===== config.mk =====
export PLATFORM = sky130hd
export DESIGN_NAME = dsas_top
export DESIGN_NICKNAME = d
export VERILOG_FILES = /design/src/dsas_pkg.sv /design/src/dsas_top.sv
export SDC_FILE = /design/constraint.sdc
export NUM_CORES = 2
export LEC_CHECK = 0
export BUFFER_PORTS_ARGS = -buffer_cell sky130_fd_sc_hd__buf_2
export CORE_UTILIZATION = 35
export DETAILED_ROUTE_END_ITERATION = 12
export PLACE_DENSITY = 0.6
export SLEW_MARGIN = 20
export SYNTH_ARGS = -nofsm -noshare
export SYNTH_HDL_FRONTEND = slang
export SYNTH_SLANG_ARGS = --single-unit

===== constraint.sdc =====
create_clock -name CLK_SYS_I -period 21.8 [get_ports CLK_SYS_I]
set_input_delay 2.18 -clock CLK_SYS_I [delete_from_list [all_inputs] [get_ports CLK_SYS_I]]
set_output_delay 2.18 -clock CLK_SYS_I [all_outputs]
set_load 0.05 [all_outputs]

===== src/dsas_pkg.sv =====
`default_nettype none
package dsas_pkg;

  // ****************************************************************
  // register map (byte addresses)
  // ****************************************************************
  localparam logic [4:0] OFF_CTRL = 5'h00;
  localparam logic [4:0] OFF_SWITCH = 5'h04;
  localparam logic [4:0] OFF_RESULT = 5'h08;
  localparam logic [4:0] OFF_IRQ_STAT = 5'h0C;
  localparam logic [4:0] OFF_IRQ_MASK = 5'h10;

  // ****************************************************************
  // control register fields
  // ****************************************************************
  localparam int CTRL_MODE_LSB = 0;
  localparam int CTRL_RES_LSB = 2;
  localparam int CTRL_SEL_LSB = 4;
  localparam int CTRL_MUX_ON = 7;
  localparam int CTRL_START = 8;
  localparam int CTRL_STOP = 9;
  localparam int CTRL_DONE = 16;
  localparam int CTRL_BUSY = 17;

  // ****************************************************************
  // interrupt status and mask fields
  // ****************************************************************
  localparam int IRQ_DONE = 0;
  localparam int IRQ_OVERRUN = 1;
  localparam int IRQ_N = 2;

  // ****************************************************************
  // modes, resolutions, states
  // ****************************************************************
  typedef enum logic [1:0] {MODE_SINGLE, MODE_MULTI, MODE_CONT, MODE_TURBO} dsas_mode_t;
  typedef enum logic [1:0] {RES_8, RES_12, RES_16, RES_20} dsas_res_t;
  typedef enum logic {ST_IDLE, ST_RUN} dsas_state_t;

  localparam dsas_mode_t MODE_RST = MODE_SINGLE;
  localparam dsas_res_t RES_RST = RES_16;
  localparam logic [2:0] SEL_RST = 3'h0;
  localparam logic [7:0] SW_RST = 8'h00;
  localparam logic [IRQ_N-1:0] MASK_RST = 2'h0;

  // ****************************************************************
  // decimator sizing
  // ****************************************************************
  localparam int SINC_ORDER = 4;
  localparam logic [1:0] PRIME_CONV = 2'h3;
  localparam int ACC_W = 61;
  localparam int RES_W = 20;
  localparam int MUX_N = 8;
  localparam int SW_N = 8;
  localparam int DEC_CNT_W = 15;
  // modulator rate assumed 6.144 MHz; ratios give 187.5 / 48 k / 192 k / 384 k sps
  localparam int MOD_RATE_HZ = 6144000;
  localparam int SPS_20 = 187;
  localparam int SPS_16 = 48000;
  localparam int SPS_12 = 192000;
  localparam int SPS_8 = 384000;
  localparam int DEC_LOG2_20 = 15;
  localparam int DEC_LOG2_16 = 7;
  localparam int DEC_LOG2_12 = 5;
  localparam int DEC_LOG2_8 = 4;
  localparam int RES_BITS_20 = 20;
  localparam int RES_BITS_16 = 16;
  localparam int RES_BITS_12 = 12;
  localparam int RES_BITS_8 = 8;

endpackage : dsas_pkg
`default_nettype wire


===== src/dsas_top.sv =====
// Functional notes
// - four selectable modes: single, multi, continuous, multi turbo.
// - conversion starts on control start bit or start-of-conversion strobe.
// - completion sets a done status bit readable in the control register.
// - end-of-conversion output high from completion until result read by CPU or DMA.
// - pipelined decimator output depends on the last four decimated samples.
// - results invalid after mux change until the fourth sample following it.
// - resolutions 20/16/12/8 bits at 187, 48k, 192k, 384k sps.
// - decimator turns oversampled serial bitstream into parallel results.
// - nominal setting is 16 bits at 48 ksps.
// - input mux enables at most one connection; switch groups may enable many.
// - single mode: standby, four conversions per start, done after fourth, standby.
// - continuous: first result after three priming conversions, then every sample.
// - multi: decimator reset and re-primed between samples, next starts automatically.
// - turbo: like multi up to 16 bits; at 20 bits no reset between samples.
//
// The address map and the Avalon-MM register port were chosen for this implementation.
`timescale 1ns/1ps
`default_nettype none
module dsas_top (
  input wire logic CLK_SYS_I,
  input wire logic RESETN_I,
  input wire logic [4:0] AVS_ADDRESS_I,
  input wire logic AVS_READ_I,
  input wire logic AVS_WRITE_I,
  input wire logic [31:0] AVS_WRITEDATA_I,
  input wire logic [3:0] AVS_BYTEENABLE_I,
  output logic [31:0] AVS_READDATA_O,
  output logic AVS_WAITREQUEST_O,
  input wire logic SOC_I,
  input wire logic MOD_BIT_I,
  input wire logic MOD_STB_I,
  input wire logic DMA_ACK_I,
  output logic EOC_O,
  output logic [dsas_pkg::RES_W-1:0] RESULT_O,
  output logic [dsas_pkg::MUX_N-1:0] MUX_EN_O,
  output logic [dsas_pkg::SW_N-1:0] SW_EN_O,
  output logic BUSY_O,
  output logic IRQ_O
);

  // ****************************************************************
  // state
  // ****************************************************************
  typedef struct packed {
    logic soc_meta;
    logic soc_sync;
    logic soc_prev;
    logic ack;
    logic [31:0] rdata;
    dsas_pkg::dsas_state_t st;
    dsas_pkg::dsas_mode_t mode;
    dsas_pkg::dsas_res_t res;
    logic [2:0] mux_sel;
    logic mux_on;
    logic [dsas_pkg::MUX_N-1:0] mux_en;
    logic [dsas_pkg::SW_N-1:0] sw_en;
    logic [1:0] samples;
    logic [dsas_pkg::DEC_CNT_W-1:0] dec_cnt;
    logic [dsas_pkg::SINC_ORDER-1:0][dsas_pkg::ACC_W-1:0] integ;
    logic [dsas_pkg::SINC_ORDER-1:0][dsas_pkg::ACC_W-1:0] combd;
    logic eoc;
    logic [dsas_pkg::RES_W-1:0] result;
    logic [dsas_pkg::IRQ_N-1:0] irq_stat;
    logic [dsas_pkg::IRQ_N-1:0] irq_mask;
  } dsas_regs_t;

  dsas_regs_t s_reg;
  dsas_regs_t s_next;

  // ****************************************************************
  // decode helpers
  // ****************************************************************
  function automatic logic [dsas_pkg::DEC_CNT_W-1:0] dec_last(input dsas_pkg::dsas_res_t r);
    int lg;
    case (r)
      dsas_pkg::RES_8: lg = dsas_pkg::DEC_LOG2_8;
      dsas_pkg::RES_12: lg = dsas_pkg::DEC_LOG2_12;
      dsas_pkg::RES_16: lg = dsas_pkg::DEC_LOG2_16;
      default: lg = dsas_pkg::DEC_LOG2_20;
    endcase
    return dsas_pkg::DEC_CNT_W'((32'h1 << lg) - 32'h1);
  endfunction : dec_last

  // sinc4 output has 4*log2(R) bits; keep the top res bits, saturating full scale
  function automatic logic [dsas_pkg::RES_W-1:0] scale(input logic [dsas_pkg::ACC_W-1:0] v,
                                                       input dsas_pkg::dsas_res_t r);
    int lg;
    int rb;
    logic [dsas_pkg::ACC_W-1:0] t;
    logic [dsas_pkg::ACC_W-1:0] mx;
    case (r)
      dsas_pkg::RES_8: begin
        lg = dsas_pkg::DEC_LOG2_8;
        rb = dsas_pkg::RES_BITS_8;
      end
      dsas_pkg::RES_12: begin
        lg = dsas_pkg::DEC_LOG2_12;
        rb = dsas_pkg::RES_BITS_12;
      end
      dsas_pkg::RES_16: begin
        lg = dsas_pkg::DEC_LOG2_16;
        rb = dsas_pkg::RES_BITS_16;
      end
      default: begin
        lg = dsas_pkg::DEC_LOG2_20;
        rb = dsas_pkg::RES_BITS_20;
      end
    endcase
    t = v >> (dsas_pkg::SINC_ORDER * lg - rb);
    mx = (dsas_pkg::ACC_W'(1) << rb) - dsas_pkg::ACC_W'(1);
    if (t > mx) begin
      t = mx;
    end
    return t[dsas_pkg::RES_W-1:0];
  endfunction : scale

  function automatic logic [31:0] be_merge(input logic [31:0] old, input logic [31:0] wd, input logic [3:0] be);
    logic [31:0] m;
    for (int b = 0; b < 4; b++) begin
      m[b*8 +: 8] = be[b] ? wd[b*8 +: 8] : old[b*8 +: 8];
    end
    return m;
  endfunction : be_merge

  // ****************************************************************
  // events
  // ****************************************************************
  logic soc_edge;
  logic wr_ack;
  logic rd_ack;
  logic dec_evt;
  logic res_evt;
  logic res_clr;
  logic start_sw;
  logic stop_sw;
  logic start_evt;
  logic mux_chg;
  logic [31:0] ctrl_word;
  logic [31:0] ctrl_wr;
  logic [31:0] sw_wr;

  assign soc_edge = s_reg.soc_sync & ~s_reg.soc_prev;
  assign wr_ack = AVS_WRITE_I & s_reg.ack;
  assign rd_ack = AVS_READ_I & s_reg.ack;
  assign dec_evt = (s_reg.st == dsas_pkg::ST_RUN) & MOD_STB_I & (s_reg.dec_cnt == dec_last(s_reg.res));
  assign res_evt = dec_evt & (s_reg.samples == dsas_pkg::PRIME_CONV);
  assign res_clr = DMA_ACK_I | (rd_ack & (AVS_ADDRESS_I == dsas_pkg::OFF_RESULT));
  assign ctrl_word = {14'h0000, (s_reg.st == dsas_pkg::ST_RUN), s_reg.eoc, 6'h00, 2'h0,
                      s_reg.mux_on, s_reg.mux_sel, s_reg.res, s_reg.mode};
  assign ctrl_wr = be_merge(ctrl_word, AVS_WRITEDATA_I, AVS_BYTEENABLE_I);
  assign sw_wr = be_merge({24'h000000, s_reg.sw_en}, AVS_WRITEDATA_I, AVS_BYTEENABLE_I);
  assign start_sw = wr_ack & (AVS_ADDRESS_I == dsas_pkg::OFF_CTRL) & ctrl_wr[dsas_pkg::CTRL_START];
  assign stop_sw = wr_ack & (AVS_ADDRESS_I == dsas_pkg::OFF_CTRL) & ctrl_wr[dsas_pkg::CTRL_STOP];
  assign start_evt = start_sw | soc_edge;
  assign mux_chg = wr_ack & (AVS_ADDRESS_I == dsas_pkg::OFF_CTRL) &
                   (ctrl_wr[dsas_pkg::CTRL_SEL_LSB +: 4] != {s_reg.mux_on, s_reg.mux_sel});

  // ****************************************************************
  // next state
  // ****************************************************************
  always_comb begin
    logic [dsas_pkg::ACC_W-1:0] c;
    logic [dsas_pkg::ACC_W-1:0] t;
    logic dec_clr;
    c = '0;
    t = '0;
    dec_clr = 1'b0;
    s_next = s_reg;
    s_next.soc_meta = SOC_I;
    s_next.soc_sync = s_reg.soc_meta;
    s_next.soc_prev = s_reg.soc_sync;

    // bus slave: one wait cycle, answer on the second
    s_next.ack = (AVS_READ_I | AVS_WRITE_I) & ~s_reg.ack;
    if (AVS_READ_I & ~s_reg.ack) begin
      case (AVS_ADDRESS_I)
        dsas_pkg::OFF_CTRL: s_next.rdata = ctrl_word;
        dsas_pkg::OFF_SWITCH: s_next.rdata = {24'h000000, s_reg.sw_en};
        dsas_pkg::OFF_RESULT: s_next.rdata = {12'h000, s_reg.result};
        dsas_pkg::OFF_IRQ_STAT: s_next.rdata = {30'h00000000, s_reg.irq_stat};
        dsas_pkg::OFF_IRQ_MASK: s_next.rdata = {30'h00000000, s_reg.irq_mask};
        default: s_next.rdata = 32'h00000000;
      endcase
    end

    // sinc4 decimator: integrators at modulator rate, combs at output rate
    if ((s_reg.st == dsas_pkg::ST_RUN) & MOD_STB_I) begin
      s_next.integ[0] = s_reg.integ[0] + {{(dsas_pkg::ACC_W-1){1'b0}}, MOD_BIT_I};
      for (int k = 1; k < dsas_pkg::SINC_ORDER; k++) begin
        s_next.integ[k] = s_reg.integ[k] + s_reg.integ[k-1];
      end
      s_next.dec_cnt = dec_evt ? '0 : s_reg.dec_cnt + 1'b1;
    end
    if (dec_evt) begin
      c = s_reg.integ[dsas_pkg::SINC_ORDER-1];
      for (int k = 0; k < dsas_pkg::SINC_ORDER; k++) begin
        t = c - s_reg.combd[k];
        s_next.combd[k] = c;
        c = t;
      end
      if (s_reg.samples != dsas_pkg::PRIME_CONV) begin
        s_next.samples = s_reg.samples + 2'h1;
      end
    end
    if (res_evt) begin
      s_next.result = scale(c, s_reg.res);
      case (s_reg.mode)
        dsas_pkg::MODE_SINGLE: begin
          s_next.st = dsas_pkg::ST_IDLE;
          dec_clr = 1'b1;
        end
        dsas_pkg::MODE_MULTI: dec_clr = 1'b1;
        dsas_pkg::MODE_TURBO: dec_clr = (s_reg.res != dsas_pkg::RES_20);
        default: dec_clr = 1'b0;
      endcase
    end

    // completion flag: a new result wins over a same-cycle read
    s_next.eoc = (s_reg.eoc & ~res_clr) | res_evt;
    s_next.irq_stat = s_reg.irq_stat;
    if (wr_ack & (AVS_ADDRESS_I == dsas_pkg::OFF_IRQ_STAT)) begin
      s_next.irq_stat = s_reg.irq_stat &
                        ~(AVS_WRITEDATA_I[dsas_pkg::IRQ_N-1:0] & {dsas_pkg::IRQ_N{AVS_BYTEENABLE_I[0]}});
    end
    if (res_evt) begin
      s_next.irq_stat[dsas_pkg::IRQ_DONE] = 1'b1;
      s_next.irq_stat[dsas_pkg::IRQ_OVERRUN] = s_next.irq_stat[dsas_pkg::IRQ_OVERRUN] | (s_reg.eoc & ~res_clr);
    end

    // register writes
    if (wr_ack) begin
      case (AVS_ADDRESS_I)
        dsas_pkg::OFF_CTRL: begin
          s_next.mode = dsas_pkg::dsas_mode_t'(ctrl_wr[dsas_pkg::CTRL_MODE_LSB +: 2]);
          s_next.res = dsas_pkg::dsas_res_t'(ctrl_wr[dsas_pkg::CTRL_RES_LSB +: 2]);
          s_next.mux_sel = ctrl_wr[dsas_pkg::CTRL_SEL_LSB +: 3];
          s_next.mux_on = ctrl_wr[dsas_pkg::CTRL_MUX_ON];
          s_next.mux_en = ctrl_wr[dsas_pkg::CTRL_MUX_ON] ?
                          dsas_pkg::MUX_N'(1) << ctrl_wr[dsas_pkg::CTRL_SEL_LSB +: 3] : '0;
        end
        dsas_pkg::OFF_SWITCH: s_next.sw_en = sw_wr[dsas_pkg::SW_N-1:0];
        dsas_pkg::OFF_IRQ_MASK: begin
          if (AVS_BYTEENABLE_I[0]) begin
            s_next.irq_mask = AVS_WRITEDATA_I[dsas_pkg::IRQ_N-1:0];
          end
        end
        default: s_next.mode = s_reg.mode;
      endcase
    end

    // sequencing: idle takes a start, run ignores it
    case (s_reg.st)
      dsas_pkg::ST_IDLE: begin
        if (start_evt) begin
          s_next.st = dsas_pkg::ST_RUN;
          dec_clr = 1'b1;
        end
      end
      dsas_pkg::ST_RUN: begin
        if (stop_sw) begin
          s_next.st = dsas_pkg::ST_IDLE;
          dec_clr = 1'b1;
        end
      end
      default: s_next.st = dsas_pkg::ST_IDLE;
    endcase

    if (dec_clr) begin
      s_next.integ = '0;
      s_next.combd = '0;
      s_next.dec_cnt = '0;
      s_next.samples = 2'h0;
    end
    if (mux_chg) begin
      s_next.samples = 2'h0;
    end
  end

  always_ff @(posedge CLK_SYS_I or negedge RESETN_I) begin
    if (!RESETN_I) begin
      s_reg <= '0;
      s_reg.st <= dsas_pkg::ST_IDLE;
      s_reg.mode <= dsas_pkg::MODE_RST;
      s_reg.res <= dsas_pkg::RES_RST;
      s_reg.mux_sel <= dsas_pkg::SEL_RST;
      s_reg.sw_en <= dsas_pkg::SW_RST;
      s_reg.irq_mask <= dsas_pkg::MASK_RST;
    end else begin
      s_reg <= s_next;
    end
  end

  // ****************************************************************
  // outputs
  // ****************************************************************
  assign AVS_WAITREQUEST_O = (AVS_READ_I | AVS_WRITE_I) & ~s_reg.ack;
  assign AVS_READDATA_O = s_reg.rdata;
  assign EOC_O = s_reg.eoc;
  assign RESULT_O = s_reg.result;
  assign MUX_EN_O = s_reg.mux_en;
  assign SW_EN_O = s_reg.sw_en;
  assign BUSY_O = (s_reg.st == dsas_pkg::ST_RUN);
  assign IRQ_O = |(s_reg.irq_stat & s_reg.irq_mask);

  // comb output tap for the result check
  logic [dsas_pkg::ACC_W-1:0] c_dbg;
  always_comb begin
    c_dbg = s_reg.integ[dsas_pkg::SINC_ORDER-1];
    for (int k = 0; k < dsas_pkg::SINC_ORDER; k++) begin
      c_dbg = c_dbg - s_reg.combd[k];
    end
  end
endmodule : dsas_top
`default_nettype wire


==> out/summary.txt <==
Post-DP HPWL = 92900 um
Top Family by Delay on Critical Path = compound AO/OA/AOI/OAI gates
R2R depth = 70
IO Pins = 121
Setup crit end kind = register
Reg-to-Reg Start = s_reg[453]$_DFFE_PN0P_
Post-synth EDFFs = 0
WL per Instance = 15.2 um
Site Rows = 138
Setup TNS = 0 ns
Multi-input logic area = 32800 um^2
Headroom to the max-slew limit = 27.7%
Sequential cell area = 14500 um^2
Worst-Margin Slew = 1.08 ns
Critical Path AT = 15.98 ns
Post-CTS setup buffer count = 0
Met3 usage = 1.79%
Initial Util = 35.3%
TritonCTS clock tree = yes
Grt met2 use = 29.7%
I/O Buffers = 84
Synth top area share = 29.0%
Layout area overhead = 8.63%
CTS root buf = clkbuf_16
Clk buf depth = 3
Pin count of the biggest net entering global routing = 175
TritonCTS buffer count = 73
Synth Flop Type = dfrtp_1
Vias in the first global route = 41100
R2R Path End = RESULT_O[3]$_DFFE_PN0P_
Number of fillers in the final layout = 14400
Initial antenna violation count = 0
YS warnings = 0
Post-route cell area = 54200 um^2
Area contributors post-synth = dfrtp_1 29%, ha_1 12%, a21oi_1 8.1%
Final setup viols = 0
Fin crit period = 15.43 ns
Final Hold Slack = 0.360 ns
Slowest library cell on the worst path = a221oi_1
Total Wirelength = 125000 um
Crit path kind = register to register
Remaining antenna violation count = 0
Core ar. = 141000 um^2
Chip height = 379 um
Global-route wire length before repair = 209000 um
Hold endpoint = s_next[588]$_DFF_PN0_
Hold-fix buffers, CTS = 0
Insertion delay to the later sink of the worst-skew pair = 0.68 ns
Antenna diode count = 0
Finished Core Util = 38.3%
Final slew viol count = 0
Period utilization = 70.8%
Post-DP Area = 51700 um^2
GRT Max-Usage Layer = met2
Min-delay src = s_next[589]$_DFF_PN0_
Critical path buffer and inverter count = 1
Cell Area, Synth = 49900 um^2
Vias = 42700
Status = finished, final reports clean
Achievable Freq = 64.8 MHz
Seq/Total Area, Yosys = 29.1%
WHS Path Cells = 0
DR iter-0 viols = 2400
Die width = 379 um
Async S/R FF share, synth = 100%
Mean Syn Cell Area = 7.83 um^2
Crit path max fanout = 9
#FFs+latches synth = 579
Clk_skew = 0.0373 ns
Hold Fails Final Rpt = 0
Worst EP required = 22.35 ns
DR pass1 iterations = 5
RSZ-0062 raised after global routing = no
Full die area = 144000 um^2
Vias per cell = 5.18
CP most frequent cell = a21o_1
Share of post-route cells with drive strength above 1 = 5.36%
Synthesized instance count = 6365
Hold Crit Class = register to register
Routability cong. = 0.919
# H-tree levels = 3
CTS sink cnt = 579
Residual DRC = 0
MaxCap Viol Count = 0
Yosys top cell by area = dfrtp_1
CP peak stage delay = 0.54 ns
Total GRT Usage = 17.3%
Startpoint Class = register
Clock transition at path regs = 0.05 ns
Synth cell types = 103
Grt total ovfl = 0
Max reg flops = 511
Met1 Resource Use GR = 22.5%
Final nets = 6833
R2R setup slack = 6.37 ns
# resized after CTS = 0
## cell usage after synthesis (33+ instances only)
cell	count
xor2_1	184
buf_4	68
nor2_1	468
and3_1	63
dfrtp_1	578
a211oi_1	59
nand3_1	133
a21o_1	289
nor3_1	74
nand2_1	1044
o21ai_0	318
o21a_1	69
ha_1	492
and2_1	47
mux2i_1	33
xnor2_1	259
nand4_1	66
nor2b_1	60
or3_1	44
o21bai_1	65
a21oi_1	810
mux2_2	36
nand2b_1	71
a31oi_1	47
clkbuf_1	219
inv_1	366
## worst max path at each step
stage / startpoint / end / slack [ns] / cells past startpoint
after CTS: s_reg[453]$_DFFE_PN0P_ / RESULT_O[1]$_DFFE_PN0P_ / 6.44 / 70
after global placement: s_reg[453]$_DFFE_PN0P_ / RESULT_O[1]$_DFFE_PN0P_ / 6.55 / 72
final: s_reg[453]$_DFFE_PN0P_ / RESULT_O[3]$_DFFE_PN0P_ / 6.37 / 70
after global routing: s_reg[453]$_DFFE_PN0P_ / RESULT_O[1]$_DFFE_PN0P_ / 5.01 / 72
after floorplan: s_reg[453]$_DFFE_PN0P_ / RESULT_O[15]$_DFFE_PN0P_ / 8.76 / 71
after detailed placement: s_reg[453]$_DFFE_PN0P_ / RESULT_O[1]$_DFFE_PN0P_ / 6.57 / 72
## placed cells by master (no fill, tap or decap), types with 132 or more instances in the layout
cell type,Yosys,final
xnor2_1,259,257
a21oi_1,810,810
nand3_1,133,132
dfrtp_1,578,578
nand2_1,1044,1043
inv_1,366,366
ha_1,492,490
xor2_1,184,184
o21ai_0,318,318
a21o_1,289,289
nor2_1,468,467
## stage by stage
step                cells  setup slack [ns]
floorplan            6399              8.76
global placement     8099              6.55
detailed placement   8099              6.57
finish               8228              6.37
global route         8228              5.01
CTS                  8228              6.44
## worst reg2reg max path, delay by kind of cell, from the launching register on
kind	cells	cell delay, ns
flip-flops	1	0.47
AO/OA/AOI/OAI	47	9.92
XOR/XNOR	4	0.91
adder cells (fa/ha/maj)	5	1.54
AND/OR/NAND/NOR	13	2.40
buffers and inverters	1	0.08
## cell families (layout without fill, tap and decap cells)
| group | after synthesis | after routing | synth area share, % |
|---|---|---|---|
| adder cells (fa/ha/maj) | 500 | 500 | 12.7 |
| AO/OA/AOI/OAI | 1939 | 1939 | 24.1 |
| multiplexers | 71 | 71 | 1.57 |
| other | 2 | 36 | 0.0151 |
| flip-flops | 579 | 579 | 29.1 |
| XOR/XNOR | 444 | 444 | 7.83 |
| buffers and inverters | 679 | 618 | 5.64 |
| AND/OR/NAND/NOR | 2151 | 2151 | 19.1 |
## final cells by class
cell class / instances / share of cell area [%]
clock inverter: 21 / 0.492
sequential: 579 / 26.7
multi-input combinational: 5141 / 60.5
tap: 1890 / 4.37
clock buffer: 108 / 4.00
timing repair buffer: 118 / 1.34
inverter: 371 / 2.57
## per-layer routing
| layer | vias up | wire, um |
|---|---|---|
| met5 | - | 0 |
| met4 | 0 | 3970 |
| met3 | 179 | 3790 |
| met2 | 613 | 58000 |
| met1 | 19700 | 59400 |
| li1 | 22100 | - |
Power is left out: the tool's default activity adds up to more than one toggle a clock period on the data nets, which glitch-free logic cannot reach.
